--- src/hw/tlic_pkg.sv ---
// package: register offsets, layout and timing constants of the interrupt controller
package tlic_pkg;
   // register offsets, one byte-wide register per word
   localparam logic [7:0] ADDR_FIRST_LEVEL = 8'h00;
   localparam logic [7:0] ADDR_FIRST_MASK = 8'h01;
   localparam logic [7:0] ADDR_POWER_SOURCE = 8'h02;
   localparam logic [7:0] ADDR_THERMAL_ALERT = 8'h03;
   localparam logic [7:0] ADDR_THERMAL_CRITICAL = 8'h04;
   localparam logic [7:0] ADDR_BATTERY_THERMAL = 8'h05;
   localparam logic [7:0] ADDR_BURST_CONTROL = 8'h06;
   localparam logic [7:0] ADDR_CONVERTER_DONE = 8'h07;
   localparam logic [7:0] ADDR_CHARGER = 8'h08;
   localparam logic [7:0] ADDR_PIN_EDGE = 8'h09;
   localparam logic [7:0] ADDR_HDMI_SUPPLY = 8'h0A;
   localparam logic [7:0] ADDR_MASK_BASE = 8'h10;
   localparam logic [7:0] ADDR_EDGE_RISE = 8'h20;
   localparam logic [7:0] ADDR_EDGE_FALL = 8'h21;
   localparam logic [7:0] READ_UNMAPPED = 8'h00;
   // number of second-level registers and first-level bits
   localparam int NUM_GROUPS = 9;
   localparam int NUM_FIRST = 6;
   // second-level register index
   localparam int G_POWER = 0;
   localparam int G_TALERT = 1;
   localparam int G_TCRIT = 2;
   localparam int G_TBATT = 3;
   localparam int G_BURST = 4;
   localparam int G_CONV = 5;
   localparam int G_CHARGER = 6;
   localparam int G_PIN = 7;
   localparam int G_HDMI = 8;
   // first-level bit positions
   localparam int F_POWER = 0;
   localparam int F_THERMAL = 1;
   localparam int F_BURST = 2;
   localparam int F_CONV = 3;
   localparam int F_CHARGER_PIN = 4;
   localparam int F_HDMI = 5;
   // implemented bits per second-level register
   localparam logic [7:0] WIDTH_MASK [NUM_GROUPS] = '{8'h07, 8'hFF, 8'h0F, 8'h3F,
      8'h07, 8'hFF, 8'h01, 8'hFF, 8'h01};
   // reset values: every source masked off, edge detection off
   localparam logic [7:0] MASK_RESET = 8'hFF;
   localparam logic [5:0] FIRST_MASK_RESET = 6'h3F;
   localparam logic [7:0] EDGE_RESET = 8'h00;
   // charger request low-time and its count at 40 MHz
   localparam int CLOCK_HZ = 40_000_000;
   localparam int CHARGER_LOW_US = 200;
   localparam int CHARGER_LOW_CYCLES = (CHARGER_LOW_US * (CLOCK_HZ / 1_000_000));
endpackage : tlic_pkg

--- src/hw/tlic_edge.sv ---
// both-edge detector with per-bit rising and falling selection
`timescale 1ns/1ps
module tlic_edge
   import tlic_pkg::*;
#(
   parameter int WIDTH = 8
) (
   // clock and reset
   input wire logic core_clk,
   input wire logic reset,
   // level inputs and edge selection
   input wire logic [WIDTH-1:0] level,
   input wire logic [WIDTH-1:0] on_rise,
   input wire logic [WIDTH-1:0] on_fall,
   // one-cycle event per bit
   output logic [WIDTH-1:0] event_pulse
);
   typedef struct packed {
      logic [WIDTH-1:0] last;
      logic primed;
   } tlic_edge_state_t;
   tlic_edge_state_t state;
   tlic_edge_state_t next_state;

   // first cycle after reset only takes a reference, so no false edge appears
   always_comb begin
      next_state = state;
      next_state.last = level;
      next_state.primed = 1'b1;
   end

   // selected edges, held back until a reference level exists
   assign event_pulse = state.primed ?
      (((level & ~state.last) & on_rise) | ((~level & state.last) & on_fall)) :
      {WIDTH{1'b0}};

   always_ff @(posedge core_clk) begin
      if (reset) begin
         state <= '0;
      end else begin
         state <= next_state;
      end
   end
endmodule : tlic_edge

--- src/hw/tlic_pulse_filter.sv ---
// low-time qualifier for the external charger request input
`timescale 1ns/1ps
module tlic_pulse_filter
   import tlic_pkg::*;
#(
   parameter int LOW_CYCLES = CHARGER_LOW_CYCLES
) (
   // clock and reset
   input wire logic core_clk,
   input wire logic reset,
   // active-low request from the charger
   input wire logic request_n,
   // one pulse per qualified low period
   output logic request_event
);
   typedef struct packed {
      logic [15:0] count;
      logic fired;
   } tlic_filter_state_t;
   tlic_filter_state_t state;
   tlic_filter_state_t next_state;
   localparam logic [15:0] LIMIT = 16'(LOW_CYCLES - 1);

   // count low time; one event per low period so a long low does not retrigger
   always_comb begin
      next_state = state;
      if (request_n) begin
         next_state.count = 16'h0000;
         next_state.fired = 1'b0;
      end else if (state.count != LIMIT) begin
         next_state.count = state.count + 16'h0001;
      end else begin
         next_state.fired = 1'b1;
      end
   end

   // shorter glitches never reach the limit and are dropped
   assign request_event = !request_n && (state.count == LIMIT) && !state.fired;

   always_ff @(posedge core_clk) begin
      if (reset) begin
         state <= '0;
      end else begin
         state <= next_state;
      end
   end
endmodule : tlic_pulse_filter

--- src/hw/tlic_controller.sv ---
// two-level interrupt controller top: sources, sticky status, masks, pin
//
// Notes on behaviour
// - irq pin stays high while any unmasked interrupt is still uncleared
// - first-level register has six bits, one per interrupt-causing sub-block
// - masked sub-block sets no first-level bit and does not raise the pin
// - first-level bits ignore writes and clear when their second-level bits clear
// - pin drops once all unmasked first-level bits are implicitly cleared
// - set unmasked second-level bit propagates to its sub-block's first-level bit
// - masked second-level bit never sets and never contributes upward
// - power-source group: usb, adapter, battery detect, on insertion and removal
// - thermal alert register: level 0 and 1 for three thermistors and die
// - thermal critical register: critical for three thermistors and die
// - battery thermal register: alert 0, alert 1, critical for two thermistors
// - burst-control group: warn b, warn a, critical, on every crossing
// - converter group: one bit per manual conversion done on eight channels
// - charger group bit sets when the external charger requests an interrupt
// - each input pin raises its bit on rising, falling or both edges
// - hdmi supply overcurrent sets its bit when unmasked
`timescale 1ns/1ps
module tlic_controller
   import tlic_pkg::*;
#(
   parameter int PIN_COUNT = 8,
   parameter int CHARGER_CYCLES = CHARGER_LOW_CYCLES
) (
   // clock and reset
   input wire logic core_clk,
   input wire logic reset,
   // register port
   input wire logic [7:0] reg_addr,
   input wire logic [7:0] reg_wdata,
   input wire logic reg_write,
   input wire logic reg_read,
   output logic [7:0] reg_rdata,
   // power-source detect levels: usb, adapter, battery
   input wire logic [2:0] power_source_level,
   // thermal state machine event pulses
   input wire logic [7:0] thermal_alert_event,
   input wire logic [3:0] thermal_critical_event,
   input wire logic [5:0] battery_thermal_event,
   // supply comparator levels: warn b, warn a, critical
   input wire logic [2:0] supply_compare_level,
   // converter manual conversion done pulses
   input wire logic [7:0] converter_done_event,
   // external charger request, active low
   input wire logic charger_request_n,
   // general-purpose input levels
   input wire logic [PIN_COUNT-1:0] pin_level,
   // hdmi supply overcurrent level
   input wire logic hdmi_supply_overcurrent,
   // interrupt to the application processor, active high
   output logic irq
);

   // one record holds all state:
   //   status: sticky second-level bits
   //   mask: second-level masks, one masks
   //   first_mask: first-level masks
   //   edge_rise, edge_fall: pin edge selects
   //   first_level: rolled-up unmasked groups
   //   irq: registered pin, glitch free
   //   rdata: registered read data
   typedef struct packed {
      logic [NUM_GROUPS-1:0][7:0] status;
      logic [NUM_GROUPS-1:0][7:0] mask;
      logic [NUM_FIRST-1:0] first_mask;
      logic [PIN_COUNT-1:0] edge_rise;
      logic [PIN_COUNT-1:0] edge_fall;
      logic [NUM_FIRST-1:0] first_level;
      logic irq;
      logic [7:0] rdata;
   } tlic_state_t;
   tlic_state_t state;
   tlic_state_t next_state;

   logic [2:0] power_event;
   logic [2:0] supply_event;
   logic [PIN_COUNT-1:0] pin_event;
   logic [0:0] hdmi_event;
   logic charger_event;
   logic [NUM_GROUPS-1:0][7:0] raw_event;
   logic [NUM_FIRST-1:0] first_raw;

   // register map:
   //   00 first-level status, read only
   //   01 first-level mask
   //   02 power source
   //   03 thermal alert
   //   04 thermal critical
   //   05 battery thermal
   //   06 burst control
   //   07 converter done
   //   08 charger
   //   09 pin edge
   //   0A hdmi supply
   //   10 to 18: masks, same order
   //   20 and 21: pin rise and fall selects
   //   others read zero, writes ignored
   // status registers clear by writing ones

   // first-level bits:
   //   [0] power source
   //   [1] thermal, three registers
   //   [2] burst control
   //   [3] converter
   //   [4] charger and pins
   //   [5] hdmi supply
   // nine groups on six bits: on bit 1 or 4
   // the host must read every group behind it

   // fixed mapping of a second-level register onto its first-level bit
   function automatic int first_of(input int group);
      case (group)
         G_POWER: first_of = F_POWER;
         G_TALERT, G_TCRIT, G_TBATT: first_of = F_THERMAL;
         G_BURST: first_of = F_BURST;
         G_CONV: first_of = F_CONV;
         G_CHARGER, G_PIN: first_of = F_CHARGER_PIN;
         default: first_of = F_HDMI;
      endcase
   endfunction : first_of

   // second-level register index addressed, or NUM_GROUPS if none
   function automatic int group_of(input logic [7:0] addr, input logic [7:0] base);
      group_of = NUM_GROUPS;
      for (int g = 0; g < NUM_GROUPS; g++) begin
         if (addr == base + 8'(g)) begin
            group_of = g;
         end
      end
   endfunction : group_of

   // insertion and removal both count
   tlic_edge #(
      .WIDTH(3)
   ) u_power_edge (
      .core_clk(core_clk),
      .reset(reset),
      .level(power_source_level),
      .on_rise(3'h7),
      .on_fall(3'h7),
      .event_pulse(power_event)
   );

   // every threshold crossing, rising or falling
   tlic_edge #(
      .WIDTH(3)
   ) u_supply_edge (
      .core_clk(core_clk),
      .reset(reset),
      .level(supply_compare_level),
      .on_rise(3'h7),
      .on_fall(3'h7),
      .event_pulse(supply_event)
   );

   // programmable edge per pin
   tlic_edge #(
      .WIDTH(PIN_COUNT)
   ) u_pin_edge (
      .core_clk(core_clk),
      .reset(reset),
      .level(pin_level),
      .on_rise(state.edge_rise),
      .on_fall(state.edge_fall),
      .event_pulse(pin_event)
   );

   // overcurrent onset only, so a held fault does not re-set after a clear
   tlic_edge #(
      .WIDTH(1)
   ) u_hdmi_edge (
      .core_clk(core_clk),
      .reset(reset),
      .level(hdmi_supply_overcurrent),
      .on_rise(1'b1),
      .on_fall(1'b0),
      .event_pulse(hdmi_event)
   );

   // the charger keeps its request low long enough for this qualifier
   tlic_pulse_filter #(
      .LOW_CYCLES(CHARGER_CYCLES)
   ) u_charger_filter (
      .core_clk(core_clk),
      .reset(reset),
      .request_n(charger_request_n),
      .request_event(charger_event)
   );

   // second-level bit layout
   // power source:
   //   [0] usb supply
   //   [1] adapter
   //   [2] battery
   // thermal alert:
   //   [3:0] level 0
   //   [7:4] level 1
   //   nibble order sys0, sys1, sys2, die
   // thermal critical:
   //   [0] sys0
   //   [1] sys1
   //   [2] sys2
   //   [3] die
   // battery thermal:
   //   [1:0] alert 0
   //   [3:2] alert 1
   //   [5:4] critical
   //   pair order thermistor 0, thermistor 1
   // burst control:
   //   [0] warn b
   //   [1] warn a
   //   [2] critical
   // converter:
   //   [0] vbat
   //   [1] battery id
   //   [2] die temperature
   //   [3] pack 0
   //   [4] pack 1
   //   [5] sys0
   //   [6] sys1
   //   [7] sys2
   // charger:
   //   [0] qualified request
   // pins: one bit per pin
   // hdmi supply:
   //   [0] overcurrent onset
   // bits above a group's width never set

   // gather raw events into second-level positions
   always_comb begin
      raw_event = '0;
      raw_event[G_POWER][2:0] = power_event;
      raw_event[G_TALERT] = thermal_alert_event;
      raw_event[G_TCRIT][3:0] = thermal_critical_event;
      raw_event[G_TBATT][5:0] = battery_thermal_event;
      raw_event[G_BURST][2:0] = supply_event;
      raw_event[G_CONV] = converter_done_event;
      raw_event[G_CHARGER][0] = charger_event;
      raw_event[G_PIN][PIN_COUNT-1:0] = pin_event;
      raw_event[G_HDMI][0] = hdmi_event[0];
   end

   // timing for an event sampled at edge n:
   //   status set after edge n
   //   first-level bit after edge n+1
   //   irq after edge n+2
   // a clear written at edge w drops irq after w+2
   // a first-level mask write at w drops irq after w+1
   // registering irq costs a cycle of latency
   // but keeps the pin free of decode glitches
   // a level source held steady makes no events,
   // so clearing its bit does not bring it back

   // next state: sticky status, write-one clear, register writes, roll-up
   always_comb begin
      int wg;
      int mg;
      logic [7:0] clear;
      wg = group_of(reg_addr, ADDR_POWER_SOURCE);
      mg = group_of(reg_addr, ADDR_MASK_BASE);
      clear = 8'h00;
      next_state = state;
      first_raw = '0;
      for (int g = 0; g < NUM_GROUPS; g++) begin
         clear = (reg_write && wg == g) ? reg_wdata : 8'h00;
         // a new event in the same cycle beats the clear
         next_state.status[g] = ((state.status[g] & ~clear) |
            (raw_event[g] & ~state.mask[g])) & WIDTH_MASK[g];
         if (reg_write && mg == g) begin
            next_state.mask[g] = reg_wdata & WIDTH_MASK[g];
         end
         // masking a bit later also stops it counting upward
         first_raw[first_of(g)] = first_raw[first_of(g)] |
            (|(state.status[g] & ~state.mask[g]));
      end
      if (reg_write && reg_addr == ADDR_FIRST_MASK) begin
         next_state.first_mask = reg_wdata[NUM_FIRST-1:0];
      end
      if (reg_write && reg_addr == ADDR_EDGE_RISE) begin
         next_state.edge_rise = reg_wdata[PIN_COUNT-1:0];
      end
      if (reg_write && reg_addr == ADDR_EDGE_FALL) begin
         next_state.edge_fall = reg_wdata[PIN_COUNT-1:0];
      end
      // first level has no write path; it follows the unmasked status
      next_state.first_level = first_raw & ~state.first_mask;
      next_state.irq = |(state.first_level & ~state.first_mask);
      // host service: read first level, then the groups behind it,
      // then write back the bits seen; a bit that sets in between
      // stays set and keeps irq up for the next pass
      // reads have no side effect, so polling is safe
      // read data one cycle after the strobe, zero otherwise
      next_state.rdata = 8'h00;
      if (reg_read) begin
         if (reg_addr == ADDR_FIRST_LEVEL) begin
            next_state.rdata = {2'b00, state.first_level & ~state.first_mask};
         end else if (reg_addr == ADDR_FIRST_MASK) begin
            next_state.rdata = {2'b00, state.first_mask};
         end else if (wg < NUM_GROUPS) begin
            next_state.rdata = state.status[wg];
         end else if (mg < NUM_GROUPS) begin
            next_state.rdata = state.mask[mg];
         end else if (reg_addr == ADDR_EDGE_RISE) begin
            next_state.rdata = 8'(state.edge_rise);
         end else if (reg_addr == ADDR_EDGE_FALL) begin
            next_state.rdata = 8'(state.edge_fall);
         end else begin
            next_state.rdata = READ_UNMAPPED;
         end
      end
   end

   // outputs straight from flip-flops
   assign reg_rdata = state.rdata;
   assign irq = state.irq;

   // after reset:
   //   status, first level, irq and read data are zero
   //   every implemented mask bit is set
   //   first-level mask is all ones
   //   edge selects are zero, so pins raise nothing
   // software unmasks only what it can service;
   // a source unmasked while its level is high
   // raises nothing until its next edge

   // everything comes up masked so nothing interrupts before software is ready
   always_ff @(posedge core_clk) begin
      if (reset) begin
         state <= '0;
         for (int g = 0; g < NUM_GROUPS; g++) begin
            state.mask[g] <= MASK_RESET & WIDTH_MASK[g];
         end
         state.first_mask <= FIRST_MASK_RESET;
         state.edge_rise <= PIN_COUNT'(EDGE_RESET);
         state.edge_fall <= PIN_COUNT'(EDGE_RESET);
      end else begin
         state <= next_state;
      end
   end
endmodule : tlic_controller

--- config.mk ---
export PLATFORM = sky130hd
export DESIGN_NAME = tlic_controller
export DESIGN_NICKNAME = d
export VERILOG_FILES = /design/src/hw/tlic_pkg.sv /design/src/hw/tlic_edge.sv /design/src/hw/tlic_pulse_filter.sv /design/src/hw/tlic_controller.sv
export SDC_FILE = /design/constraint.sdc
export NUM_CORES = 1
export LEC_CHECK = 0
export ABC_AREA = 1
export BUFFER_PORTS_ARGS = -buffer_cell sky130_fd_sc_hd__buf_2
export CAP_MARGIN = 20
export CORE_MARGIN = 3
export CORE_UTILIZATION = 40
export CTS_BUF_LIST = sky130_fd_sc_hd__clkbuf_16
export DETAILED_ROUTE_END_ITERATION = 7
export GPL_TIMING_DRIVEN = 0
export PLACE_DENSITY = 0.54
export SLEW_MARGIN = 25
export SYNTH_ARGS = -nofsm -noshare
export SYNTH_HDL_FRONTEND = slang
export SYNTH_SLANG_ARGS = --single-unit
--- constraint.sdc ---
create_clock -name core_clk -period 2.1 [get_ports core_clk]
set_input_delay 0 -clock core_clk [delete_from_list [all_inputs] [get_ports core_clk]]
set_output_delay 0 -clock core_clk [all_outputs]
set_load 0.005 [all_outputs]
* Word level (Yosys, flattened, before mapping)
Index checks and enable logic that the tools add are counted.
Operators by class: add/sub/neg operators 1, magnitude comparators 4, eq/ne operators 39, mux-type cells 47, bitwise operators 80, reduce and logical (&&, ||, !) cells 41
Operators by type and width (count):
- 8-bit AND | 13
- 8-bit 2-to-1 mux | 12
- 4-bit 2-to-1 mux | 19
- 8-bit by 5-bit equality test with 1-bit output (second input constant) | 9
- 8-bit OR reduction | 9
- 8-bit binary-select mux with 4-bit select | 2
- 32-bit zero test | 2
- 8-bit inverter | 8
- 32-bit by 2-bit equality test with 1-bit output (second input constant) | 1
- 4-bit by 3-bit equality test with 1-bit output (second input constant) | 8
- 8-bit by 3-bit equality test with 1-bit output (second input constant) | 4
- 8-bit bitwise OR | 4
- 3-bit AND | 8
- 6-bit AND | 4
- 8-bit by 4-bit equality test with 1-bit output (second input constant) | 3
- 1-bit logical AND | 23
- 6-bit 2-to-1 mux | 3
- 3-bit inverter | 6
- 16-bit by 1-bit adder with 16-bit output (second input constant) | 1
- 1-bit by 8-bit AND with 8-bit output | 2
- 3-bit by 8-bit AND with 8-bit output | 2
- 16-bit by 13-bit equality test with 1-bit output (second input constant) | 1
- 4-bit by 2-bit equality test with 1-bit output (second input constant) | 4
- 8-bit by 2-bit equality test with 1-bit output (second input constant) | 2
- 29 further kinds | 62
Word-level totals: register bits 157, input bits 62, output and inout port bits 9, word-level logic and storage cells 247

* Longest topological paths before layout
Gate-level depths: netlist of the first run.
depth after elaboration 17, depth in mapped cells 18

* Hierarchy
From an unflattened synthesis of the first run, not the netlist that was laid out.
Second synthesis, totals: cell total of the unflattened synthesis 1116, area, all modules 7708.6 µm²
Modules (own cells, without submodules):
- tlic_controller | instances 1, cells each 864, area each 5952.0 µm², sequential area each 2422.3 µm²
- tlic_pulse_filter | instances 1, cells each 134, area each 905.9 µm², sequential area each 340.3 µm²
- tlic_edge (u_pin_edge) | instances 1, cells each 60, area each 417.9 µm², sequential area each 180.2 µm²
- tlic_edge (u_power_edge ...) | instances 2, cells each 24, area each 175.2 µm², sequential area each 80.1 µm²
- tlic_edge (u_hdmi_edge) | instances 1, cells each 10, area each 82.6 µm², sequential area each 40.0 µm²

* Least setup slack after synthesis of the first run
No wires, ideal clock.
path kind flip-flop to flip-flop, start register u_charger_filter.state[1] (netlist name), end register u_charger_filter.state[16] (netlist name), setup time 0.080 ns, data arrival time 1.624 ns, data required time 2.020 ns, slack 0.396 ns, stages on the path, launching flop included 14, path buffers 0, period minus slack after synthesis 1.704 ns, path through dfxtp_1 > ha_1 > inv_1 > nor2_1 > nand2_1 > nor2_1 > nand3_1 > nand4_1 > nor2_1 > nand2_1 > nor2_1 > nand3_1 > nand2_1 > nor3b_1
Between the ends: cells in the longest elaborated chain, start to end 1, elaborated cells on any way between the ends 2, classes of those cells add/sub (1); eq/ne (1)
Ends and longest elaborated chain:
- from (decl) | line tlic_pulse_filter.sv:20 | tlic_filter_state_t state;
- from (signal assigned) | line tlic_pulse_filter.sv:44 | state <= next_state;
- 16-bit by 1-bit adder with 16-bit output or 16-bit by 13-bit != test with 1-bit output (tied branches) | line tlic_pulse_filter.sv:31, tlic_pulse_filter.sv:30
Several ways; a longest one is shown, not always the timed one. A chain may end at the register's enable or synchronous reset.

* Worst setup path after layout of the first run
Ends and elaborated chain as after synthesis.

==> results of run 1 <==
[placed cells by master (no fill, tap or decap), types with 2 or more instances in the layout]
cell type,count
nor4_1,2
nand2_1,216
o31ai_1,6
nor2_2,13
dlygate4sd3_1,49
nor3_1,9
nand3_2,3
a2111oi_0,2
nand2_4,4
o21a_1,8
a21oi_1,113
buf_2,71
a31oi_1,3
nand2_2,8
clkbuf_1,20
o22ai_1,11
o211ai_2,2
o21ai_1,25
nand3_1,65
o2111ai_1,4
a221oi_1,4
buf_4,11
buf_6,4
clkbuf_16,17
clkinv_1,3
o211ai_1,24
nor2_8,2
o221ai_1,2
inv_6,2
inv_1,148
clkinv_4,2
a211oi_1,5
nor2_1,90
bufinv_16,3
dfxtp_1,154
nand4_1,14
inv_2,13
o21ai_0,87
[kinds of logic after synthesis]
| group | Yosys count | synth area share |
|---|---|---|
| xor gates and xnor gates | 1 | 0.001157 |
| adders and majority gates | 1 | 0.001652 |
| buffers and inverters | 199 | 0.1087 |
| DFF | 154 | 0.4071 |
| and+or+nand+nor | 433 | 0.2546 |
| AOI/OAI and AO/OA | 302 | 0.2268 |
[layout make-up]
| class | instances | area, um2 | share of cell area |
|---|---|---|---|
| inverter | 160 | 600.6 | 0.06472 |
| buffer | 39 | 222.7 | 0.02400 |
| sequential | 154 | 3083 | 0.3322 |
| multi-input combinational | 737 | 3684 | 0.3969 |
| clock buffer | 17 | 425.4 | 0.04584 |
| tap | 229 | 286.5 | 0.03088 |
| timing repair buffer | 116 | 825.8 | 0.08898 |
| clock inverter | 13 | 152.6 | 0.01645 |
[state kept, by name (all words and copies together), names as in the netlist]
signal                  cells
state                     112
u_charger_filter.state     17
reg_rdata                   8
u_pin_edge.state            8
u_power_edge.state          3
u_supply_edge.state         3
u_hdmi_edge.state           2
irq                         1
[worst min-delay path: cells and delay by family]
family | cells | cell delay (ns)
AND/OR/NAND/NOR | 2 | 0.29
AO/OA/AOI/OAI | 1 | 0.07
buffers and inverters | 2 | 0.13
[power by group through the flow]
stage               Sequential, W  Combinational (W)  Clock, W
finish                    0.00296           0.000473   0.00313
global route              0.00297           0.000518   0.00329
CTS                       0.00296           0.000468   0.00316
detailed placement        0.00303           0.000398         0
global placement          0.00303           0.000400         0
floorplan                 0.00302           0.000206         0
[per-layer routing]
metal / track usage / wire length (um) / vias up
met5: 0 / 0 / -
met4: 0.09514 / 682 / 0
met3: 0.05657 / 1971 / 46
met2: 0.4359 / 12350 / 264
met1: 0.3795 / 12580 / 3680
li1: - / - / 3891
[through the flow]
step / cell area, um2 / power (W) / hold slack, ns / setup slack (ns)
after floorplan: 7574 / 0.003229 / 0.1070 / 0.3964
after global placement: 8195 / 0.003428 / 0.2255 / -0.1938
after detailed placement: 8195 / 0.003426 / 0.2332 / -0.1131
final: 9280 / 0.006568 / 0.1023 / 0.2225
after global routing: 9280 / 0.006773 / 0.1388 / -0.04836
after CTS: 9264 / 0.006590 / 0.06893 / 0.04770
[what timing repair did]
| action | 4_1_cts | 5_1_grt |
|---|---|---|
| gates resized for setup | 0 | 4 |
| endpoints found under the hold margin | 87 | 0 |
| setup endpoints to repair | 0 | 3 |
| hold buffers | 49 | 0 |
[how the worst min path moves through the flow]
stage,to,slack [ns],cells after the start
floorplan,u_hdmi_edge.state[1],0.11,2
global placement,u_hdmi_edge.state[1],0.23,3
detailed placement,u_pin_edge.state[2],0.23,3
CTS,reg_rdata[0],0.07,5
global route,reg_rdata[0],0.14,5
finish,reg_rdata[0],0.10,5
==> flow_summary.ini, run 1 <==
[layout]
num_antenna_cells = 0
instances_no_fill = 1465
layout.nets = 1288
utilization = 0.5079
fillerInstances = 1894
drive_above_1_share = 0.1311
syn2layout_area_growth_pct = 22.53

[global_routing]
grt_pass1_vias = 7461
antenna_found_initial = 0
gr-usage-all-layers = 0.2770
grt_pass1_wl_mm = 42.95
grt_max_degree = 17
overflow = 0

[sta]
finClkSkew_ns = 0.007691
report.final.slew_viol_count = 0
worst_pin_slew_ns = 0.9381
fin_setup_tns_ns = 0
relSlewSlack = 0.3584
rsz0062_at_grt = true
setup_violations = 0
max_freq_ghz = 0.5326
fin_crit_sh = 0.8940
hold_viol_final = 0
finalCriticalPeriod_ns = 1.877

[worst_setup_path]
r2r_start = u_charger_filter.state[1]
ff2ff_path_depth = 13
path_depth = 13
required_ns = 2.46
r2r_end = u_charger_filter.state[16]
slowest_stage = dfxtp_1
path_max_fanout = 6
end_kind = register
cp.arrival_ns = 2.24
max_stage_delay_ns = 0.34
crit_top_cell = nand2_1
reg2reg_slack_ns = 0.22
crit_path_start_kind = register
crit_end = u_charger_filter.state[16]
crit_family = simple AND/OR/NAND/NOR gates
critical_path.cell_chain = ha_1 > inv_1 > nor2_1 > nand2_1 > nor2_2 > nand3_2 > nand4_1 > nor2_1 > nand2_1 > nor2_2 > nand3_1 > nand2_1 > nor3b_1
startpoint = u_charger_filter.state[1]
cp.buffers_inverters = 1
worst-setup-path-type = reg -> reg

[die]
core.rowCount = 49
core-area_um2 = 18270
fp.dieArea_um2 = 20620
die_x_um = 143.6
num_io_pins = 71
start_util = 0.4145
die_h_um = 143.6

[synthesis]
async_reset_ff_frac = 0
synth_common_cells = nand2_1 (216), dfxtp_1 (154), inv_1 (147)
synth_edf_count = 0
synth_area_per_cell_um2 = 6.948
synthCells = 1090
synth.most_common_cell = nand2_1
synth-seq-cells = 154
synth_top_area_share = 0.4071
ys_types = 46
ys_seq_area_frac = 0.4071
synth_nets = 1153
syn_area_um2 = 7574
yosys.area.top_type = dfxtp_1
ys.flop_type = dfxtp_1
synthTopCellsByArea = dfxtp_1 (41%), nand2_1 (11%), a21oi_1 (7.5%), inv_1 (7.3%), o21ai_0 (5.7%)
yosys_warnings = 0

[pwr]
p_int_w = 0.004967
p_clk_frac = 0.477
p_per_area_nw_per_um2 = 707.7
swShare = 0.2437
p_sw_w = 0.001600
seqPwrFrac = 0.451
irDropWorstVdd_mv = 0.6063
pwr-share-comb = 0.072
leakagePower_nw = 4.203

[drt]
drt-initial-drc-count = 692
via_count = 7881
antenna_left = 0
drt_pre_antenna_iters = 5
routedWlPerCell_um = 18.83
routed_via_density = 5.380
drc = 0
drt-total-wl_mm = 27.59

[clock_tree]
path_clk_slew_ns = 0.07
numCtsBuffers = 17
cts_num_sinks = 154
post_cts_buffers = 0
htreeDepth = 4
cts_buffer_depth = 2
cts_tree = done
clockRootBuffer = clkbuf_16
clkLatencyLatePin_ns = 0.43

[worst_hold_path]
min_from = reg_read
min_path_type = in -> reg

[place]
gp_congestion = 0.9575
hpwl_mm = 21.23
placedCellCount = 1386
port_buffers = 67

[run_status]
outcome = complete, no violations

[job]
maxCapViolCount = 0
(Power assumes the default switching activity.)
==> run 2: changes to the inputs <==
--- a/config.mk
+++ b/config.mk
@@ -5,9 +5,8 @@
 export SDC_FILE = /design/constraint.sdc
 export NUM_CORES = 1
 export LEC_CHECK = 0
-export ABC_AREA = 1
 export BUFFER_PORTS_ARGS = -buffer_cell sky130_fd_sc_hd__buf_2
-export CAP_MARGIN = 20
+export CAP_MARGIN = 40
 export CORE_MARGIN = 3
 export CORE_UTILIZATION = 40
 export CTS_BUF_LIST = sky130_fd_sc_hd__clkbuf_16
==> run 2 against run 1 <==
Cell count decreased by 11%. Sequential power about the same. Fmax decreased by 6.9%. Setup slack got worse by 0.14 ns. Clock-buffer cell count unchanged. Final area decreased by 1.8%. Largest cell class unchanged. Combinational power increased by 12%. Sequential cell count unchanged. Synthesized cell count decreased by 15%. First-iteration DRC count increased by 9.4%.
==> flow_summary.ini, run 2 <==
[die]
die_h_um = 142.3
start_util = 0.4111
die_x_um = 142.3
core-area_um2 = 18090
core.rowCount = 49
fp.dieArea_um2 = 20260
num_io_pins = 71

[place]
port_buffers = 61
hpwl_mm = 22.26
placed_area_um2 = 8064
gp_congestion = 1.043
dp_slack_ns = -0.5892

[sta]
finalCriticalPeriod_ns = 2.017
finClkSkew_ns = 0.01288
max_freq_ghz = 0.4957
relSlewSlack = 0.3833
setup_violations = 0
worst_pin_slew_ns = 0.9251
hold_viol_final = 0
rsz0062_at_grt = true
fin_crit_sh = 0.9605
report.final.slew_viol_count = 0
layout_setup_ws_ns = 0.08285

[clock_tree]
cts_tree = done
clockRootBuffer = clkbuf_16
path_clk_slew_ns = 0.06
htreeDepth = 4
numCtsBuffers = 17
cts_buffer_depth = 2
cts_num_sinks = 154
clkLatencyLatePin_ns = 0.44

[worst_hold_path]
min_path_type = in -> reg
min_from = reg_addr[5]

[pwr]
p_int_w = 0.004755
p_clk_frac = 0.458
p_per_area_nw_per_um2 = 706.6
seqPwrFrac = 0.459
leakagePower_nw = 3.416
swShare = 0.2618
pwr-share-comb = 0.082
irDropWorstVdd_mv = 0.5645
p_sw_w = 0.001687

[synthesis]
synth.most_common_cell = dfxtp_1
yosys.area.top_type = dfxtp_1
synthCells = 927
synth_common_cells = dfxtp_1 (154), nand2_1 (134), a21oi_1 (74)
synth_top_area_share = 0.4146
synth_area_per_cell_um2 = 8.021
ys_types = 63
ys.flop_type = dfxtp_1
synth_edf_count = 0
yosys_warnings = 0
synth-seq-cells = 154
ys_seq_area_frac = 0.4146
synth_nets = 990
async_reset_ff_frac = 0
synthTopCellsByArea = dfxtp_1 (41%), nand2_1 (6.8%), a21oi_1 (5.0%), mux2i_1 (5.0%), o21ai_0 (3.2%)
syn_area_um2 = 7436

[layout]
drive_above_1_share = 0.1208
utilization = 0.5040
num_antenna_cells = 0
layout.nets = 1118
largest-register = state
multi_input_area_um2 = 3926
reg.largest.list = state (112), u_charger_filter.state (17)
regArea_um2 = 3083
largest_reg_flops = 112
fillerInstances = 1845
final_common_cell = dfxtp_1
final_cell_area_um2 = 9116
final_cell_mix = dfxtp_1 (154), nand2_1 (134), a21oi_1 (73), buf_2 (65), nor2_1 (59)
syn2layout_area_growth_pct = 22.60

[worst_setup_path]
worst-setup-path-type = in -> reg
cp.arrival_ns = 2.31
r2r_start = state[50]
end_kind = register
path_max_fanout = 10
slowest_stage = nor3b_1
max_stage_delay_ns = 0.64
startpoint = reg_addr[2]
crit_path_start_kind = input port
required_ns = 2.40
critical_path.cell_chain = buf_2 > buf_1 > xor2_1 > nor3b_1 > and3_1 > nand2_1 > a21oi_1 > nor2_1

[global_routing]
antenna_found_initial = 1
grt_max_degree = 17
grt_pass1_vias = 7114
overflow = 0
grt_pass1_wl_mm = 44.36
gr-usage-all-layers = 0.2965

[run_status]
outcome = complete, no violations

[job]
maxCapViolCount = 0

[drt]
drc = 0
drt-total-wl_mm = 29.73
drt_pre_antenna_iters = 6
routedWlPerCell_um = 22.92
antenna_left = 0
via_count = 7407
routed_via_density = 5.711
drt-initial-drc-count = 757
==> run 2: worst max-delay path, delay by kind of cell <==
kind | cells | cell delay, ns
simple gates | 4 | 1.20
compound gates | 1 | 0.17
xor+xnor | 1 | 0.25
buf+inv | 2 | 0.69
==> run 2: cells by family (layout without fill, tap and decap cells) <==
group,count (synthesis),after routing,synth area share
compound gates,240,240,0.2038
xor+xnor,21,21,0.02474
fa+ha+maj,1,1,0.001682
buf+inv,116,257,0.06495
flops,154,154,0.4146
mux,39,39,0.05435
simple gates,356,356,0.2359
==> run 2: power by group through the flow <==
stage	combinational, W	sequential, W	clock (W)
after CTS	0.000518	0.00296	0.00299
final	0.000531	0.00296	0.00295
after detailed placement	0.000450	0.00302	0
after floorplan	0.000224	0.00302	0
after global routing	0.000565	0.00296	0.00310
after global placement	0.000449	0.00302	0
==> run 2: worst paths after layout <==
kind	end	slack (ns)	cells after the start
max	state[137]	0.08	8
min	state[101]	0.05	4
max reg2reg	state[10]	0.22	5
min reg2reg	u_charger_filter.state[0]	0.48	2
==> run 2: timing repair <==
action	4_1_cts	5_1_grt
hold buffers	46	0
setup endpoints to repair	1	54
hold endpoints to repair	68	0
resized for setup	2	15
buffers inserted	0	0
==> run 2: final cells by class <==
cell class | count | share of cell area
multi-input cells | 657 | 0.4307
flip-flops and latches | 154 | 0.3382
repair buffers | 110 | 0.08633
clock buffers | 17 | 0.04666
well taps | 229 | 0.03143
plain buffers | 59 | 0.03006
inverters | 56 | 0.02306
clock inverters | 15 | 0.01359
==> run 2: metal layers <==
layer  global-route usage  wire (um)  up-vias
met5                    0         13        -
met4               0.1041       1033        2
met3              0.07023       2624       74
met2               0.4375      12720      338
met1               0.4248      13340     3466
li1                     -          -     3527
==> run 2: metrics by stage <==
stage	TNS, ns	std cells	total power (W)	hold slack, ns
after floorplan	0	927	0.003243	0.1282
after global placement	-30.78	1217	0.003473	0.2264
after detailed placement	-20.09	1220	0.003473	0.2317
after CTS	0	1298	0.006464	0.03332
after global routing	-0.002411	1297	0.006625	0.1209
final	0	1297	0.006442	0.04917
==> run 3: changes to the inputs <==
--- a/config.mk
+++ b/config.mk
@@ -7,12 +7,13 @@
 export LEC_CHECK = 0
 export BUFFER_PORTS_ARGS = -buffer_cell sky130_fd_sc_hd__buf_2
 export CAP_MARGIN = 40
-export CORE_MARGIN = 3
+export CORE_MARGIN = 1.5
 export CORE_UTILIZATION = 40
 export CTS_BUF_LIST = sky130_fd_sc_hd__clkbuf_16
 export DETAILED_ROUTE_END_ITERATION = 7
 export GPL_TIMING_DRIVEN = 0
 export PLACE_DENSITY = 0.54
+export RECOVER_POWER = 25
 export SLEW_MARGIN = 25
 export SYNTH_ARGS = -nofsm -noshare
 export SYNTH_HDL_FRONTEND = slang
==> run 3 against run 2 <==
The run now ends with design-rule violations left. Register-to-register slack hardly changed. Clock-buffer cell count did not move. Clock power up 5%. Largest power group is now clock.
==> flow_summary.ini, run 3 (synthesis gave the netlist of run 2 again) <==
[die]
start_util = 0.4111
die_x_um = 139.3
num_io_pins = 71
core-area_um2 = 18090
fp.dieArea_um2 = 19420
core.rowCount = 49
die_h_um = 139.3

[worst_setup_path]
path_max_fanout = 7
crit_path_start_kind = input port
r2r_start = state[81]
cp.arrival_ns = 2.34
reg2reg_slack_ns = 0.22
worst-setup-path-type = in -> reg
cp.buffers_inverters = 1
required_ns = 2.40
end_kind = register
ff2ff_path_depth = 4
max_stage_delay_ns = 0.61
slowest_stage = a2111oi_1
r2r_end = reg_rdata[4]
crit_family = compound AO/OA/AOI/OAI gates
critical_path.cell_chain = buf_2 > nor4b_4 > nand3_2 > mux2i_1 > a2111oi_1 > nor3_1 > a311oi_1

[worst_hold_path]
min_path_type = in -> reg
min_path_cells = 4
min_from = reg_addr[5]
worst_hold_path.endpoint = state[101]

[layout]
drive_above_1_share = 0.1221
instances_no_fill = 1302
final_common_cell = dfxtp_1
reg.largest.list = state (112), u_charger_filter.state (17)
final_cell_area_um2 = 9178
largest-register = state
layout.nets = 1124
syn2layout_area_growth_pct = 23.42
num_antenna_cells = 0
utilization = 0.5074
largest_reg_flops = 112
final_cell_mix = dfxtp_1 (154), nand2_1 (134), a21oi_1 (73), buf_2 (65), nor2_1 (59)

[pwr]
leakagePower_nw = 3.440
p_per_area_nw_per_um2 = 718.1
irDropWorstVdd_mv = 0.5890

[drt]
routed_via_density = 5.767
drt-initial-drc-count = 883
drt-total-wl_mm = 30.11
routedWlPerCell_um = 23.13
drc = 4
via_count = 7509
drt_pre_antenna_iters = 7
antenna_left = 0

[global_routing]
grt_max_degree = 17
grt_pass1_vias = 7122
grt_pass1_wl_mm = 45.08
gr-usage-all-layers = 0.3169
overflow = 0
antenna_found_initial = 0

[place]
dp_slack_ns = -0.6224
gp_congestion = 1.002
port_buffers = 61
placed_area_um2 = 8085
placedCellCount = 1223
hpwl_mm = 22.67

[run_status]
violations = design-rule violations
outcome = finished with violations

[sta]
whs_ns = 0.05822
report.final.slew_viol_count = 0
max_freq_ghz = 0.4883
layout_setup_ws_ns = 0.05222
finClkSkew_ns = 0.009066
relSlewSlack = 0.3845
rsz0062_at_grt = true
fin_crit_sh = 0.9751
hold_viol_final = 0
setup_violations = 0
worst_pin_slew_ns = 0.9232
finalCriticalPeriod_ns = 2.048

[clock_tree]
htreeDepth = 4
clockRootBuffer = clkbuf_16
cts_num_sinks = 154
cts_tree = done
cts_buffer_depth = 2
numCtsBuffers = 17
clkLatencyLatePin_ns = 0.44
path_clk_slew_ns = 0.07

[job]
maxCapViolCount = 0
run 3: how the worst max path moves through the flow:
stage / slack (ns) / endpoint / cells after the start / startpoint
after floorplan: 0.21 / state[135] / 8 / reg_addr[5]
after global placement: -0.96 / reg_rdata[0] / 7 / reg_addr[5]
after detailed placement: -0.62 / reg_rdata[1] / 8 / reg_addr[3]
after CTS: 0.02 / reg_rdata[1] / 7 / reg_addr[7]
after global routing: -0.009 / state[169] / 8 / reg_addr[4]
final: 0.05 / reg_rdata[1] / 7 / reg_addr[7]
run 3: what timing repair did:
item                       in CTS  in global routing
setup buffers                   0                  2
setup endpoints to repair       1                 38
pin swaps                       0                  1
hold buffers                   47                  0
resized for setup               2                 12
hold endpoints to repair       67                  0
cloned                          0                  0
run 3: cell type report:
type | count | area [um2]
Sequential cell | 154 | 3083
Clock buffer | 17 | 425.4
Buffer | 59 | 274.0
Multi-Input combinational cell | 657 | 3919
Fill cell | 1809 | 8909
Tap cell | 229 | 286.5
Clock inverter | 14 | 148.9
Inverter | 56 | 210.2
Timing Repair Buffer | 116 | 830.8
run 3: power by group:
group / internal [W] / leakage, nW / switching [W]
clock network: 0.00175 / 0.277 / 0.00135
logic: 0.000189 / 1.92 / 0.000347
registers: 0.00294 / 1.25 / 0.0000140
total: 0.00488 / 3.44 / 0.00171
run 3: tightest hold or removal path: stages:
cell      delay [ns]
buf_6           0.13
nor4b_4         0.09
nand3_1         0.11
o311ai_0        0.11
run 3: metal layers:
metal,global-route usage,share of wire,vias up
met2,0.4705,0.43,327
met3,0.06469,0.075,62
met1,0.4452,0.46,3580
met5,0,0,-
li1,-,-,3540
met4,0.1344,0.035,0
run 3: per-stage QoR:
stage / TNS (ns) / power (W)
3_3_place_gp: -35.60 / 0.003475
4_1_cts: 0 / 0.006600
2_1_floorplan: 0 / 0.003243
6_report: 0 / 0.006591
5_1_grt: -0.01219 / 0.006796
3_5_place_dp: -16.66 / 0.003476
